[src/rtl/mlic_cfg.svh]
// constants for the multi-level interrupt controller
// How it works
// - each source carries a two-bit level: high, medium or low
// - medium request preempts a running low-level routine
// - high request preempts running low and medium routines
// - low-level arbitration is fixed or rotating round-robin, selectable
// - crystal failure raises non-maskable interrupt at word 0x002
// - accepted interrupt loads core program counter with its vector
// - vector equals peripheral base plus interrupt offset
// - all vectors are program word addresses
// - single-interrupt peripheral uses direct vector, serial port C at 0x030
// - dma group base is word 0x00c
// - nonvolatile memory group base is word 0x040
// - whole vector table can move to start of boot section
// - every source owns a distinct vector; not enforced here, two sources whose base plus offset match share one vector
`ifndef MLIC_CFG_SVH
`define MLIC_CFG_SVH
`define MLIC_RESET_VEC          16'h0000
`define MLIC_CRYSTAL_FAIL_VEC   16'h0002
`define MLIC_DMA_BASE           16'h000c
`define MLIC_SERIAL_C_VEC       16'h0030
`define MLIC_NVM_BASE           16'h0040
`define MLIC_LVL_LOW            2'h1
`define MLIC_LVL_MED            2'h2
`define MLIC_LVL_HIGH           2'h3
`define MLIC_INSVC_NMI          2'h3
`endif

[src/rtl/mlic_pkg.sv]
// types for the multi-level interrupt controller
package mlic_pkg;
  typedef logic [1:0]  mlic_lvl_t;
  typedef logic [15:0] mlic_addr_t;
  typedef enum logic {MLIC_ARB_FIXED, MLIC_ARB_RROBIN} mlic_arb_e;
endpackage : mlic_pkg
[src/rtl/mlic_ctrl.sv]
// multi-level interrupt controller top: levels, preemption, vectors
`timescale 1ns/1ps
`include "mlic_cfg.svh"
module mlic_ctrl #(
  parameter int N = 8
) (
  input  wire logic                 clk,
  input  wire logic                 rst_n,
  input  wire logic [N-1:0]         irq_req,
  input  wire logic [2*N-1:0]       irq_level,
  input  wire logic [16*N-1:0]      irq_base,
  input  wire logic [16*N-1:0]      irq_offset,
  input  wire logic                 crystal_fail,
  input  wire logic [N-1:0]         lvl_enable_low,
  input  wire logic                 lo_en,
  input  wire logic                 med_en,
  input  wire logic                 hi_en,
  input  wire mlic_pkg::mlic_arb_e  low_arb_mode,
  input  wire logic                 vec_in_boot,
  input  wire mlic_pkg::mlic_addr_t boot_start,
  input  wire logic                 core_ack,
  input  wire logic                 core_reti,
  output logic                      pc_load,
  output mlic_pkg::mlic_addr_t      pc_vector,
  output logic [$clog2(N)-1:0]      ack_idx,
  output logic                      ack_nmi,
  output logic [3:0]                in_service
);
  import mlic_pkg::*;
  localparam int W = $clog2(N);

  // level field of source k
  function automatic mlic_lvl_t lvl_of(input logic [2*N-1:0] l, input int k);
    return l[2*k +: 2];
  endfunction : lvl_of

  logic [N-1:0] hi_req, med_req, lo_req;
  always_comb begin
    for (int k = 0; k < N; k++) begin
      hi_req[k]  = irq_req[k] && hi_en  && lvl_of(irq_level, k) == `MLIC_LVL_HIGH;
      med_req[k] = irq_req[k] && med_en && lvl_of(irq_level, k) == `MLIC_LVL_MED;
      lo_req[k]  = irq_req[k] && lo_en  && lvl_of(irq_level, k) == `MLIC_LVL_LOW
                   && lvl_enable_low[k];
    end
  end

  // fixed lowest-index pick for high and medium
  function automatic logic [W-1:0] lowest(input logic [N-1:0] r);
    logic [W-1:0] res;
    res = '0;
    for (int i = N - 1; i >= 0; i--) if (r[i]) res = W'(i);
    return res;
  endfunction : lowest

  // in-service bits: 0 low, 1 med, 2 high, 3 nmi
  logic [3:0]   insvc_q;
  logic [3:0]   insvc_d;
  logic [1:0]   ack_lvl_q;
  logic         pend_q;
  logic         nmi_pend_q;
  logic         lo_any;
  logic [W-1:0] lo_idx;
  logic         take;

  // crystal failure comes from the oscillator monitor, not from this clock
  logic         fail_s1_q;
  logic         fail_s2_q;
  logic         fail_s3_q;
  logic         fail_flt_q;

  // three stages; a change counts only once the last two agree
  always_ff @(posedge clk or negedge rst_n) begin
    if (!rst_n) begin
      fail_s1_q <= 1'b0;
      fail_s2_q <= 1'b0;
      fail_s3_q <= 1'b0;
    end else begin
      fail_s1_q <= crystal_fail;
      fail_s2_q <= fail_s1_q;
      fail_s3_q <= fail_s2_q;
    end
  end

  // filtered level follows the pin only when the last two stages agree
  wire logic fail_agree = (fail_s2_q == fail_s3_q);
  wire logic fail_flt_d = fail_agree ? fail_s3_q : fail_flt_q;
  // one nmi per failure event, however long the pin stays high
  wire logic fail_rise  = fail_flt_d && !fail_flt_q;

  // filtered level resets low like the idle pin, so reset makes no false edge
  always_ff @(posedge clk or negedge rst_n) begin
    if (!rst_n) fail_flt_q <= 1'b0;
    else        fail_flt_q <= fail_flt_d;
  end

  // a level wins only if nothing equal or higher is in service
  wire logic       nmi_ok = nmi_pend_q && !insvc_q[3];
  wire logic       hi_ok  = |hi_req  && insvc_q[3:2] == 2'b00;
  wire logic       med_ok = |med_req && insvc_q[3:1] == 3'b000;
  wire logic       lo_ok  = lo_any   && insvc_q == 4'b0000;
  wire logic       sel_nmi = nmi_ok;
  wire logic [1:0] sel_lvl = hi_ok ? 2'd2 : med_ok ? 2'd1 : 2'd0;
  wire logic       sel_any = nmi_ok || hi_ok || med_ok || lo_ok;
  wire logic [W-1:0] sel_idx = hi_ok ? lowest(hi_req) : med_ok ? lowest(med_req) : lo_idx;
  assign take = sel_any && !pend_q;

  // pointer follows low requests as soon as they are offered, before the core's ack
  wire logic       lo_taken = take && sel_lvl == 2'd0 && !sel_nmi;

  mlic_low_arb #(.N(N)) u_low (
    .clk        (clk),
    .rst_n      (rst_n),
    .req        (lo_req),
    .mode       (low_arb_mode),
    .grant_taken(lo_taken),
    .taken_idx  (lo_idx),
    .any        (lo_any),
    .idx        (lo_idx)
  );

  // vector is base plus offset, in words
  wire mlic_addr_t sel_base = irq_base[16*sel_idx +: 16];
  wire mlic_addr_t sel_off  = irq_offset[16*sel_idx +: 16];
  // carry out of the word address space is dropped on purpose
  wire mlic_addr_t src_vec  = mlic_addr_t'(sel_base + sel_off);
  wire mlic_addr_t raw_vec = sel_nmi ? `MLIC_CRYSTAL_FAIL_VEC : src_vec;
  // table moved to boot section start
  wire mlic_addr_t fin_vec = vec_in_boot ? mlic_addr_t'(boot_start + raw_vec) : raw_vec;

  // top active level cleared on return, set on acceptance
  always_comb begin
    insvc_d = insvc_q;
    if (core_reti) begin
      if (insvc_q[3])      insvc_d[3] = 1'b0;
      else if (insvc_q[2]) insvc_d[2] = 1'b0;
      else if (insvc_q[1]) insvc_d[1] = 1'b0;
      else                 insvc_d[0] = 1'b0;
    end
    // acceptance is applied after the return, so a same-cycle set wins
    if (pend_q && core_ack) insvc_d[ack_nmi ? `MLIC_INSVC_NMI : ack_lvl_q] = 1'b1;
  end

  // nmi latch: failure event wins over the clear when the nmi is offered
  always_ff @(posedge clk or negedge rst_n) begin
    if (!rst_n) nmi_pend_q <= 1'b0;
    else        nmi_pend_q <= fail_rise || (nmi_pend_q && !(take && sel_nmi));
  end

  // present vector and hold until the core takes it
  always_ff @(posedge clk or negedge rst_n) begin
    if (!rst_n) begin
      pend_q    <= 1'b0;
      pc_load   <= 1'b0;
      pc_vector <= `MLIC_RESET_VEC;
      ack_idx   <= '0;
      ack_nmi   <= 1'b0;
      ack_lvl_q <= 2'd0;
    end else if (take) begin
      pend_q    <= 1'b1;
      pc_load   <= 1'b1;
      pc_vector <= fin_vec;
      ack_idx   <= sel_idx;
      ack_nmi   <= sel_nmi;
      ack_lvl_q <= sel_lvl;
    end else if (core_ack) begin
      // the offer drops at the edge that samples the core's ack
      pend_q    <= 1'b0;
      pc_load   <= 1'b0;
    end
  end

  // status mirrors in-service state; a copy keeps the output a plain flop
  always_ff @(posedge clk or negedge rst_n) begin
    if (!rst_n) begin
      insvc_q    <= 4'h0;
      in_service <= 4'h0;
    end else begin
      insvc_q    <= insvc_d;
      in_service <= insvc_d;
    end
  end

  a_nmi_vector: assert property (@(posedge clk) disable iff (!rst_n)
    take && sel_nmi && !vec_in_boot |=> pc_vector == `MLIC_CRYSTAL_FAIL_VEC)
    else $error("nmi vector wrong");
  a_nmi_latched: assert property (@(posedge clk) disable iff (!rst_n)
    fail_rise |=> nmi_pend_q)
    else $error("crystal failure lost");
  a_pc_held: assert property (@(posedge clk) disable iff (!rst_n)
    pc_load && !core_ack |=> pc_load && $stable(pc_vector))
    else $error("vector dropped before ack");
  a_vec_sum: assert property (@(posedge clk) disable iff (!rst_n)
    take && !sel_nmi && !vec_in_boot |=> pc_vector == $past(src_vec))
    else $error("vector not base plus offset");
  a_direct_vec: assert property (@(posedge clk) disable iff (!rst_n)
    take && !sel_nmi && !vec_in_boot && sel_base == `MLIC_SERIAL_C_VEC
    |=> pc_vector == `MLIC_SERIAL_C_VEC)
    else $error("direct vector moved");
  a_group_base: assert property (@(posedge clk) disable iff (!rst_n)
    take && !sel_nmi && !vec_in_boot
    && (sel_base == `MLIC_DMA_BASE || sel_base == `MLIC_NVM_BASE)
    |=> pc_vector >= $past(sel_base))
    else $error("group vector below its base");
  a_boot_move: assert property (@(posedge clk) disable iff (!rst_n)
    take && vec_in_boot |=> pc_vector == $past(boot_start) + $past(raw_vec))
    else $error("boot relocation wrong");
  a_no_low_preempt: assert property (@(posedge clk) disable iff (!rst_n)
    take && insvc_q[1] |-> sel_lvl == 2'd2 || sel_nmi)
    else $error("low or med preempted medium");
  a_high_blocks: assert property (@(posedge clk) disable iff (!rst_n)
    insvc_q[2] && !sel_nmi |-> !take)
    else $error("preempted high routine");
  a_insvc_set: assert property (@(posedge clk) disable iff (!rst_n)
    pend_q && core_ack && !ack_nmi && !core_reti |=> insvc_q[$past(ack_lvl_q)])
    else $error("in-service not set");
  a_level_pick: assert property (@(posedge clk) disable iff (!rst_n)
    take && !sel_nmi && sel_lvl == 2'd0 |-> lvl_of(irq_level, sel_idx) == `MLIC_LVL_LOW)
    else $error("wrong level picked");
  // main scenarios: nmi, nesting, rotation, relocation
  c_nmi: cover property (@(posedge clk) disable iff (!rst_n) take && sel_nmi);
  c_high_nest: cover property (@(posedge clk) disable iff (!rst_n) take && hi_ok && insvc_q[1]);
  c_boot: cover property (@(posedge clk) disable iff (!rst_n) take && vec_in_boot);
  c_preempt: cover property (@(posedge clk) disable iff (!rst_n) take && insvc_q[0]);
  c_rr: cover property (@(posedge clk) disable iff (!rst_n)
    take && low_arb_mode == MLIC_ARB_RROBIN && sel_lvl == 2'd0);
endmodule : mlic_ctrl

[src/rtl/mlic_low_arb.sv]
// low-level arbiter: fixed or round-robin among low requests
`timescale 1ns/1ps
`include "mlic_cfg.svh"
module mlic_low_arb #(
  parameter int N = 8
) (
  input  wire logic             clk,
  input  wire logic             rst_n,
  input  wire logic [N-1:0]     req,
  input  wire mlic_pkg::mlic_arb_e mode,
  input  wire logic             grant_taken,
  input  wire logic [$clog2(N)-1:0] taken_idx,
  output logic                  any,
  output logic [$clog2(N)-1:0]  idx
);
  import mlic_pkg::*;
  localparam int W = $clog2(N);

  // rotating pointer: lowest index after last served wins
  logic [W-1:0] last_q;
  logic [W-1:0] last_d;

  // finds first request at or after a start index
  function automatic logic [W-1:0] first_from(input logic [N-1:0] r,
                                                input logic [W-1:0] start);
    logic [W-1:0] k;
    logic [W-1:0] res;
    res = start;
    for (int i = N - 1; i >= 0; i--) begin
      k = W'((int'(start) + i) % N);
      if (r[k]) res = k;
    end
    return res;
  endfunction : first_from

  wire logic [W-1:0] start_w = (mode == MLIC_ARB_RROBIN) ? W'((int'(last_q) + 1) % N) : '0;
  assign any = |req;
  assign idx = first_from(req, start_w);
  assign last_d = grant_taken ? taken_idx : last_q;

  // pointer only moves when a low request is offered, so starved sources rise in turn
  always_ff @(posedge clk or negedge rst_n) begin
    if (!rst_n) last_q <= W'(N - 1);
    else        last_q <= last_d;
  end
endmodule : mlic_low_arb

[config.mk]
export PLATFORM = sky130hd
export DESIGN_NAME = mlic_ctrl
export DESIGN_NICKNAME = d
export VERILOG_FILES = /design/src/rtl/mlic_pkg.sv /design/src/rtl/mlic_ctrl.sv /design/src/rtl/mlic_low_arb.sv
export VERILOG_INCLUDE_DIRS = /design/src /design/src/rtl
export SDC_FILE = /design/constraint.sdc
export NUM_CORES = 1
export LEC_CHECK = 0
export ABC_AREA = 1
export BUFFER_PORTS_ARGS = -buffer_cell sky130_fd_sc_hd__buf_2
export CAP_MARGIN = 10
export CORE_MARGIN = 4
export CORE_UTILIZATION = 40
export CTS_BUF_LIST = sky130_fd_sc_hd__clkbuf_16
export CTS_CLUSTER_DIAMETER = 80
export CTS_CLUSTER_SIZE = 8
export DETAILED_ROUTE_END_ITERATION = 8
export PLACE_DENSITY_LB_ADDON = 0.2
export SETUP_SLACK_MARGIN = 0.1
export SYNTH_ARGS = -nofsm -noshare
export SYNTH_HDL_FRONTEND = slang
export SYNTH_HIERARCHICAL = 1
export SYNTH_SLANG_ARGS = --single-unit
[constraint.sdc]
create_clock -name clk -period 7.8 [get_ports clk]
set_clock_uncertainty 0.1 [all_clocks]
set_input_delay 0.39 -clock clk [delete_from_list [all_inputs] [get_ports clk]]
set_output_delay 0.39 -clock clk [all_outputs]
set_load 0.02 [all_outputs]
After elaboration in Yosys (flattened, before gate mapping)
Index checks and enable logic that the tools add are counted.
Widths: inputs -> output; s select.

word-level totals
  bits in registers = 35
  input bits = 314
  output and inout bits = 25
  word-level logic and storage cells = 203

cells by class
  add/subtract/negate cells = 10
  $lt $le $gt $ge = 10
  equality and inequality tests = 25
  shift-type cells = 2
  muxes and demuxes = 58
  bitwise gates (word level) = 1
  reductions and logical operators = 85

operators with widths
  kind                 number
  $shiftx 128x8->16    2
  $mux 3               28
  $logic_and 1x1->1    68
  $add 16x16->16       2
  $eq 2x2->1 const B   16
  $lt 3x4->1 const B   8
  $mux 16              2
  $bmux 1 s3           8
  $reduce_or 8->1      3
  $eq 2x1->1 const B   8
  $mux 1               14
  $add 3x3->3 const B  4
  $mux 4               2
  $add 3x1->3 const B  2
  $add 3x2->3 const B  2
  $mux 2               3
  $logic_not 1->1      5
  $logic_not 2->1      2
  $logic_not 4->1      1
  $logic_or 1x1->1     4
  $or 4x4->4           1
  $logic_not 3->1      1
  $lt 2x3->1 const B   1
  $demux 1 s2          1
  other kinds (3)      3

Logic depth before layout (Yosys ltp)
Gate-level depths: netlist of run 1.

  word-level depth = 20
  mapped depth = 56
  mapped depth without buffers = 54

Modules after synthesis
The synthesis of run 1 kept the hierarchy.

modules (own cells, without submodules)
  module        instances  cells each  area an instance (µm²)  sequential area each (µm²)
  mlic_ctrl     1          900         5,432.7                 800.8
  mlic_low_arb  1          163         809.5                   78.8

Worst setup path before layout of run 1
OpenSTA, ideal clock, no wires.

  kind = flip-flop to flip-flop
  start point = reg u_low.last_q[0]
  end point = reg pc_vector[14]
  library setup time = 0.127 ns
  arrival = 6.079 ns
  data required time = 7.573 ns
  slack = 1.494 ns
  stages on the path, launching flop included = 42
  path buffers = 2
  period minus slack after synthesis = 6.306 ns
  cells stage by stage = dfstp_2 > ha_1 > nand2_2 > clkinv_2 > ha_1 > inv_1 > nand3_1 > and2_1 > nand2_1 > nand2_1 > a21oi_1 > nand2_1 > nand2_1 > nand2_1 > nand2_1 > nand2_1 > a21oi_1 > nor2_1 > [... 6 more ...] > ha_1 > fa_1 > or2_2 > fa_1 > nand3_1 > nand3_1 > nand2_1 > nand2_1 > a21oi_1 > o21ai_0 > a21boi_0 > o21ai_0 > nand2_1 > nand2_1 > a21oi_1 > o21ai_0 > a21oi_1 > o21ai_0

on the way
  longest elaborated chain between the ends = 20
  elaborated cells between the ends (all ways) = 41
  classes of those cells = add/sub (10); shift (2); mux (29)

RTL lines
  what                                  RTL line                            source
  start, declared                       mlic_low_arb.sv:20                  logic [W-1:0] last_q;
  start signal, assigned                mlic_low_arb.sv:43                  if (!rst_n) last_q <= W'(N - 1);
  start signal, assigned                mlic_low_arb.sv:44                  else last_q <= last_d;
  $add 3x1->3 *                         mlic_low_arb.sv:36                  wire logic [W-1:0] start_w = (mode == MLIC_ARB_RROBIN) ? W'((int'(last_q) + 1) % N) : '0;
  $mux 3 *                              mlic_low_arb.sv:36
  $add 3x3->3                           mlic_low_arb.sv:30                  k = W'((int'(start) + i) % N);
  $bmux 1 s3                            mlic_low_arb.sv:31                  if (r[k]) res = k;
  $mux 1 (not written as such)          mlic_low_arb.sv:31
  $mux 3 (7 in series)                  mlic_low_arb.sv:31
  $mux 3 *                              mlic_low_arb.sv:31
  named net lo_idx[1]                   mlic_ctrl.sv:62                     logic [W-1:0] lo_idx;
  $mux 3 * (2 in series)                mlic_ctrl.sv:104                    wire logic [W-1:0] sel_idx = hi_ok ? lowest(hi_req) : med_ok ? lowest(med_req) : lo_idx;
  $shiftx 128x8->16 (on tied branches)  mlic_ctrl.sv:122, mlic_ctrl.sv:123
  $add 16x16->16 *                      mlic_ctrl.sv:125                    wire mlic_addr_t src_vec = mlic_addr_t'(sel_base + sel_off);
  $mux 16 *                             mlic_ctrl.sv:126                    wire mlic_addr_t raw_vec = sel_nmi ? `MLIC_CRYSTAL_FAIL_VEC : src_vec;
  $add 16x16->16                        mlic_ctrl.sv:128                    wire mlic_addr_t fin_vec = vec_in_boot ? mlic_addr_t'(boot_start + raw_vec) : raw_vec;
  $mux 16 *                             mlic_ctrl.sv:128
  end signal, assigned                  mlic_ctrl.sv:154                    pc_vector <= `MLIC_RESET_VEC;
  end signal, assigned                  mlic_ctrl.sv:161                    pc_vector <= fin_vec;
  end, declared                         mlic_ctrl.sv:24                     output mlic_pkg::mlic_addr_t pc_vector,

The timed path passes the listed nets; every way through them passes the cells marked *. The select of a mux whose other input is x is not followed.
A chain may end at the register's enable or synchronous reset.

Final worst setup path of run 1
  start point = reg u_low.last_q[0]
  end point = reg pc_vector[15]

The elaborated chain is that of the path after synthesis.

==> metrics.txt, run 1 <==
status=complete, no violations; number of global-route vias before repair=7,889; initial antenna violation count=9; initial detailed-routing violation count=763; top sig layer=met5; async set-reset flop share out of synthesis=100%; # DRC=0; metal1 wirelength=11,700 um; first-pass GRT wire length=41,100 um; die width=133 um; Fmax=142 MHz; commonest cells after routing, fill and taps aside=buf_2, nand2_1, a21oi_1, inv_1, nor2_1; r2r setup slk=750 ps; Area Growth Syn to Fin=34.3%; Setup violations, final=0; final hold violations=0; Unique masters post-synth=50; max-cap viol count=0; clock-pin slew on the worst setup and hold paths=60 ps; worst-skew pair later-pin latency=280 ps; Synth Net Count=1,412; Worst EP arrival=7130 ps; Post-synth EDFFs=0; Crit Path Max Fanout=31; slowest cell on the critical path=dfstp_2; grt ovf=0; IO Count=339; top cell type by total area after synthesis=nand2_1; CP max stage delay=550 ps; WL met2=12,600 um; layout cells sized above 1=30.2%; Setup crit end=pc_vector[15]$_DFFE_PN0P_; CTS root buf=clkbuf_16; YS warnings=6; Hold Slack=91.6 ps; post-DP HPWL=22,500 um; Via density=5.46; pin count of the biggest net entering global routing=130; Netlist Area Pre-Place=6240 um2; Cells after Synth=1,063; Die Area=17,700 um2; met3 WL=2590 um; Nets=1,718; H-tree depth=2; Num CTS Buffers=5; drt wl/cell=17.3 um; synthesized area per cell=5.87 um2; critical setup path kind=register to register; register bit total from synthesis=35; Reg-to-Reg Start=u_low/last_q[0]$_DFFE_PN1P_; startpoint types=register; clk buf depth=2; top_reg_cell synth=dfrtp_1; port bufs=338; WP depth=49; max-slew violations=0; setup repair after global routing missed its margin=false; commonest non-fill, non-tap cell in the layout=buf_2; setup_tns=0 ps; Rows=45; gpl congestion=0.998; Starting Density=40.9%; First-pass DRT Iterations=7; Synth area leaders=nand2_1, dfrtp_1, a21oi_1; relative slew slack=47.2%; most used cell, CP=nand2_1; Final min period=7050 ps; remaining antenna violation count=0; reg2reg end=pc_vector[15]$_DFFE_PN0P_; Seq/Total Area, Yosys=14.1%; Worst Hold Class=input pin to asynchronous set/reset pin; Req. time, crit path=7870 ps; worst r2r path cells=49; area fraction of the dominant cell type after synthesis=18.0%; Largest delay share family, worst path=simple AND/OR/NAND/NOR gates; Die Ht=133 um; final period utilization=90.4%; Vias=8,665; worst slew pin tran=792 ps; clock sinks=35; final WL=27,500 um; Setup crit end kind=register; core area=15,300 um2; crit path from=u_low/last_q[0]$_DFFE_PN1P_; CTS tree=yes; Overall Global Routing Usage=28.6%; WP buf/inv=6
flip-flops by register name, summed over array words and instances, names as in the netlist:
signal        flops
ack_nmi           1
fail_s2_q         1
u_low/last_q      3
fail_s1_q         1
pend_q            1
ack_lvl_q         2
insvc_q           4
nmi_pend_q        1
fail_flt_q        1
ack_idx           3
pc_vector        16
fail_s3_q         1
metal layers:
| layer | up-vias | track usage, % |
|---|---|---|
| met2 | 420 | 45.6 |
| met5 | - | 0 |
| li1 | 4282 | - |
| met3 | 49 | 7.11 |
| met4 | 6 | 7.68 |
| met1 | 3908 | 38.6 |
Yosys cell counts, types with 2 or more instances:
cell	number
inv_1	77
or2_1	22
clkbuf_1	14
o21a_1	9
a31oi_1	13
inv_2	6
nand4_2	2
dfstp_2	3
o21ai_1	12
nand2_4	4
nor2_1	78
nand3_1	54
nand3b_1	2
nand3_2	5
a21oi_1	141
o22ai_1	9
dfrtp_1	32
and2_1	5
buf_2	34
o31ai_1	4
nand2_2	8
buf_6	3
o21ai_0	67
buf_4	6
nand4_1	24
ha_1	33
o21ai_2	2
a221oi_1	44
xor2_1	7
nor2_2	4
nand2_1	300
fa_1	2
xnor2_1	9
nor3_1	12
how the worst min path moves through the flow:
stage / from / endpoint
final: rst_n / fail_s1_q$_DFF_PN0_
after global routing: crystal_fail / fail_s1_q$_DFF_PN0_
after CTS: crystal_fail / fail_s1_q$_DFF_PN0_
after detailed placement: fail_s1_q$_DFF_PN0_ / fail_s2_q$_DFF_PN0_
after global placement: fail_s1_q$_DFF_PN0_ / fail_s2_q$_DFF_PN0_
after floorplan: rst_n / ack_idx[0]$_DFFE_PN0P_
logic make-up after synthesis:
kind of cell | synth area share, %
AOI/OAI and AO/OA | 28.6
DFF | 14.1
muxes | 0.180
xor gates and xnor gates | 2.25
and+or+nand+nor | 37.3
adders and majority gates | 7.42
buffers and inverters | 10.1
area by class of cell:
type | count | area, um2
diodes | 7 | 17.5
clock buffers | 5 | 125
clock inverters | 3 | 47.5
fillers | 1600 | 6870
inverters | 86 | 342
multi-input cells | 884 | 4780
flip-flops and latches | 35 | 880
well taps | 211 | 264
repair buffers | 357 | 1930
repair_timing:
action	4_1_cts	5_1_grt
resized for setup	0	18
setup buffers	0	1
hold buffers	0	0
endpoints found under the setup margin	0	5
worst reg2reg max path: cells and delay by family, from the launching register on:
kind            cells  cell delay, ps
compound gates      9            1630
xor+xnor            1             200
fa+ha+maj           4            1180
buf+inv             6             670
flops               1             550
simple gates       29            2570
per-stage QoR:
stage / area [um2] / std cells / utilization, % / worst slack, ps
after global routing: 8380 / 1587 / 54.9 / 108
after CTS: 8250 / 1578 / 54.1 / 311
after detailed placement: 8080 / 1570 / 52.9 / 347
after floorplan: 6240 / 1063 / - / 1490
final: 8390 / 1588 / 55.0 / 746
after global placement: 8080 / 1570 / 52.9 / 422
Power of run 1 is left out: the tool's default activity adds up to more than one toggle a clock period on the data nets, which glitch-free logic cannot reach.
==> inputs of run 2 (changes only) <==
REMOVE_ABC_BUFFERS = 1   (was unset)
==> metrics.txt, run 2 (synthesis gave the netlist of run 1 again) <==
commonest non-fill, non-tap cell in the layout=buf_2; Req. time, crit path=7860 ps; min setup slack post-route=807 ps; Setup crit end kind=register; gpl congestion=0.929; drt wl/cell=15.3 um; status=complete, no violations; Fmax=143 MHz; Nets=1,720; clock-pin slew on the worst setup and hold paths=50 ps; startpoint types=register; grt ovf=0; H-tree depth=2; post-DP HPWL=19,700 um; commonest cells after routing, fill and taps aside=buf_2, nand2_1, a21oi_1, inv_1, nor2_1; final period utilization=89.7%; worst slew pin tran=999 ps; setup repair after global routing missed its margin=true; # DRC=0; Setup violations, final=0; initial antenna violation count=9; Rows=45; Regs by FF count=pc_vector x16, insvc_q x4; Final min period=6990 ps; clk buf depth=2; final hold violations=0; clock sinks=35; Vias=8,402; pin count of the biggest net entering global routing=61; remaining antenna violation count=0; port bufs=338; DP Area=8000 um2; Hold Slack=80.9 ps; Die Area=17,700 um2; CTS tree=yes; Crit Path Max Fanout=44; CTS root buf=clkbuf_16; Largest Register=pc_vector; cell area after layout=8310 um2; Place WS=369 ps; initial detailed-routing violation count=547; critical setup path kind=register to register; First-pass DRT Iterations=5; max-cap viol count=0; first-pass GRT wire length=37,500 um; number of global-route vias before repair=7,725; Worst Hold Class=input pin to asynchronous set/reset pin; max-slew violations=0; die width=133 um; worst-skew pair later-pin latency=280 ps; max reg flops=16; Overall Global Routing Usage=25.3%; final WL=24,400 um; Via density=5.28; most used cell, CP=nand2_1; core area=15,300 um2; relative slew slack=33.3%; Die Ht=133 um; Worst EP arrival=7060 ps; setup_tns=0 ps; IO Count=339; CP max stage delay=550 ps; cts hold-fix bufs=0; slowest cell on the critical path=dfstp_2; Num CTS Buffers=5; layout cells sized above 1=30.2%; Starting Density=40.9%; Area Growth Syn to Fin=33.2%
## run 2: stage by stage
stage	util, %	cells
after floorplan	-	1005
after global placement	52.4	1566
after detailed placement	52.4	1566
after CTS	53.5	1574
after global routing	54.5	1590
final	54.5	1590
## run 2: layout make-up
class,count,area (um2)
timing repair buffer,358,1870
antenna,7,17.5
inverter,86,338
fill,1643,6950
clock buffer,5,125
multi-input combinational,885,4780
sequential,35,880
clock inverter,3,43.8
tap,211,264
## run 2: worst max-delay path, delay by kind of cell (launching register included)
kind	cells	cell delay, ps
flops	1	550
buf+inv	6	1210
compound gates	10	1830
simple gates	22	2030
fa+ha+maj	4	1110
## run 2: timing repair
item                                    in CTS  in global routing
endpoints found under the setup margin       0                  7
resized for setup                            0                 22
buffers inserted                             0                  7
hold endpoints to repair                     0                  0
## run 2: path summary, 6_finish.rpt
path | startpoint | end | slack (ps) | cells past startpoint
min | rst_n | fail_s2_q$_DFF_PN0_ | 80 | 1
max | u_low/last_q[0]$_DFFE_PN1P_ | pc_vector[15]$_DFFE_PN0P_ | 810 | 42
min reg2reg | fail_s1_q$_DFF_PN0_ | fail_s2_q$_DFF_PN0_ | 250 | 0
min in group clk | crystal_fail | fail_s1_q$_DFF_PN0_ | 120 | 1
max in group asynchronous | rst_n | pc_vector[14]$_DFFE_PN0P_ | 7040 | 1
max reg2reg | u_low/last_q[0]$_DFFE_PN1P_ | pc_vector[15]$_DFFE_PN0P_ | 810 | 42
## run 2: metal layers
| metal | up-vias | part of all wire, % | track usage [%] |
|---|---|---|---|
| met5 | - | 0.086 | 0 |
| met3 | 55 | 6.6 | 4.03 |
| met1 | 3748 | 39 | 29.7 |
| li1 | 4286 | - | - |
| met2 | 309 | 51 | 45.9 |
| met4 | 4 | 3.0 | 10.1 |
Power of run 2 is left out for the same reason.
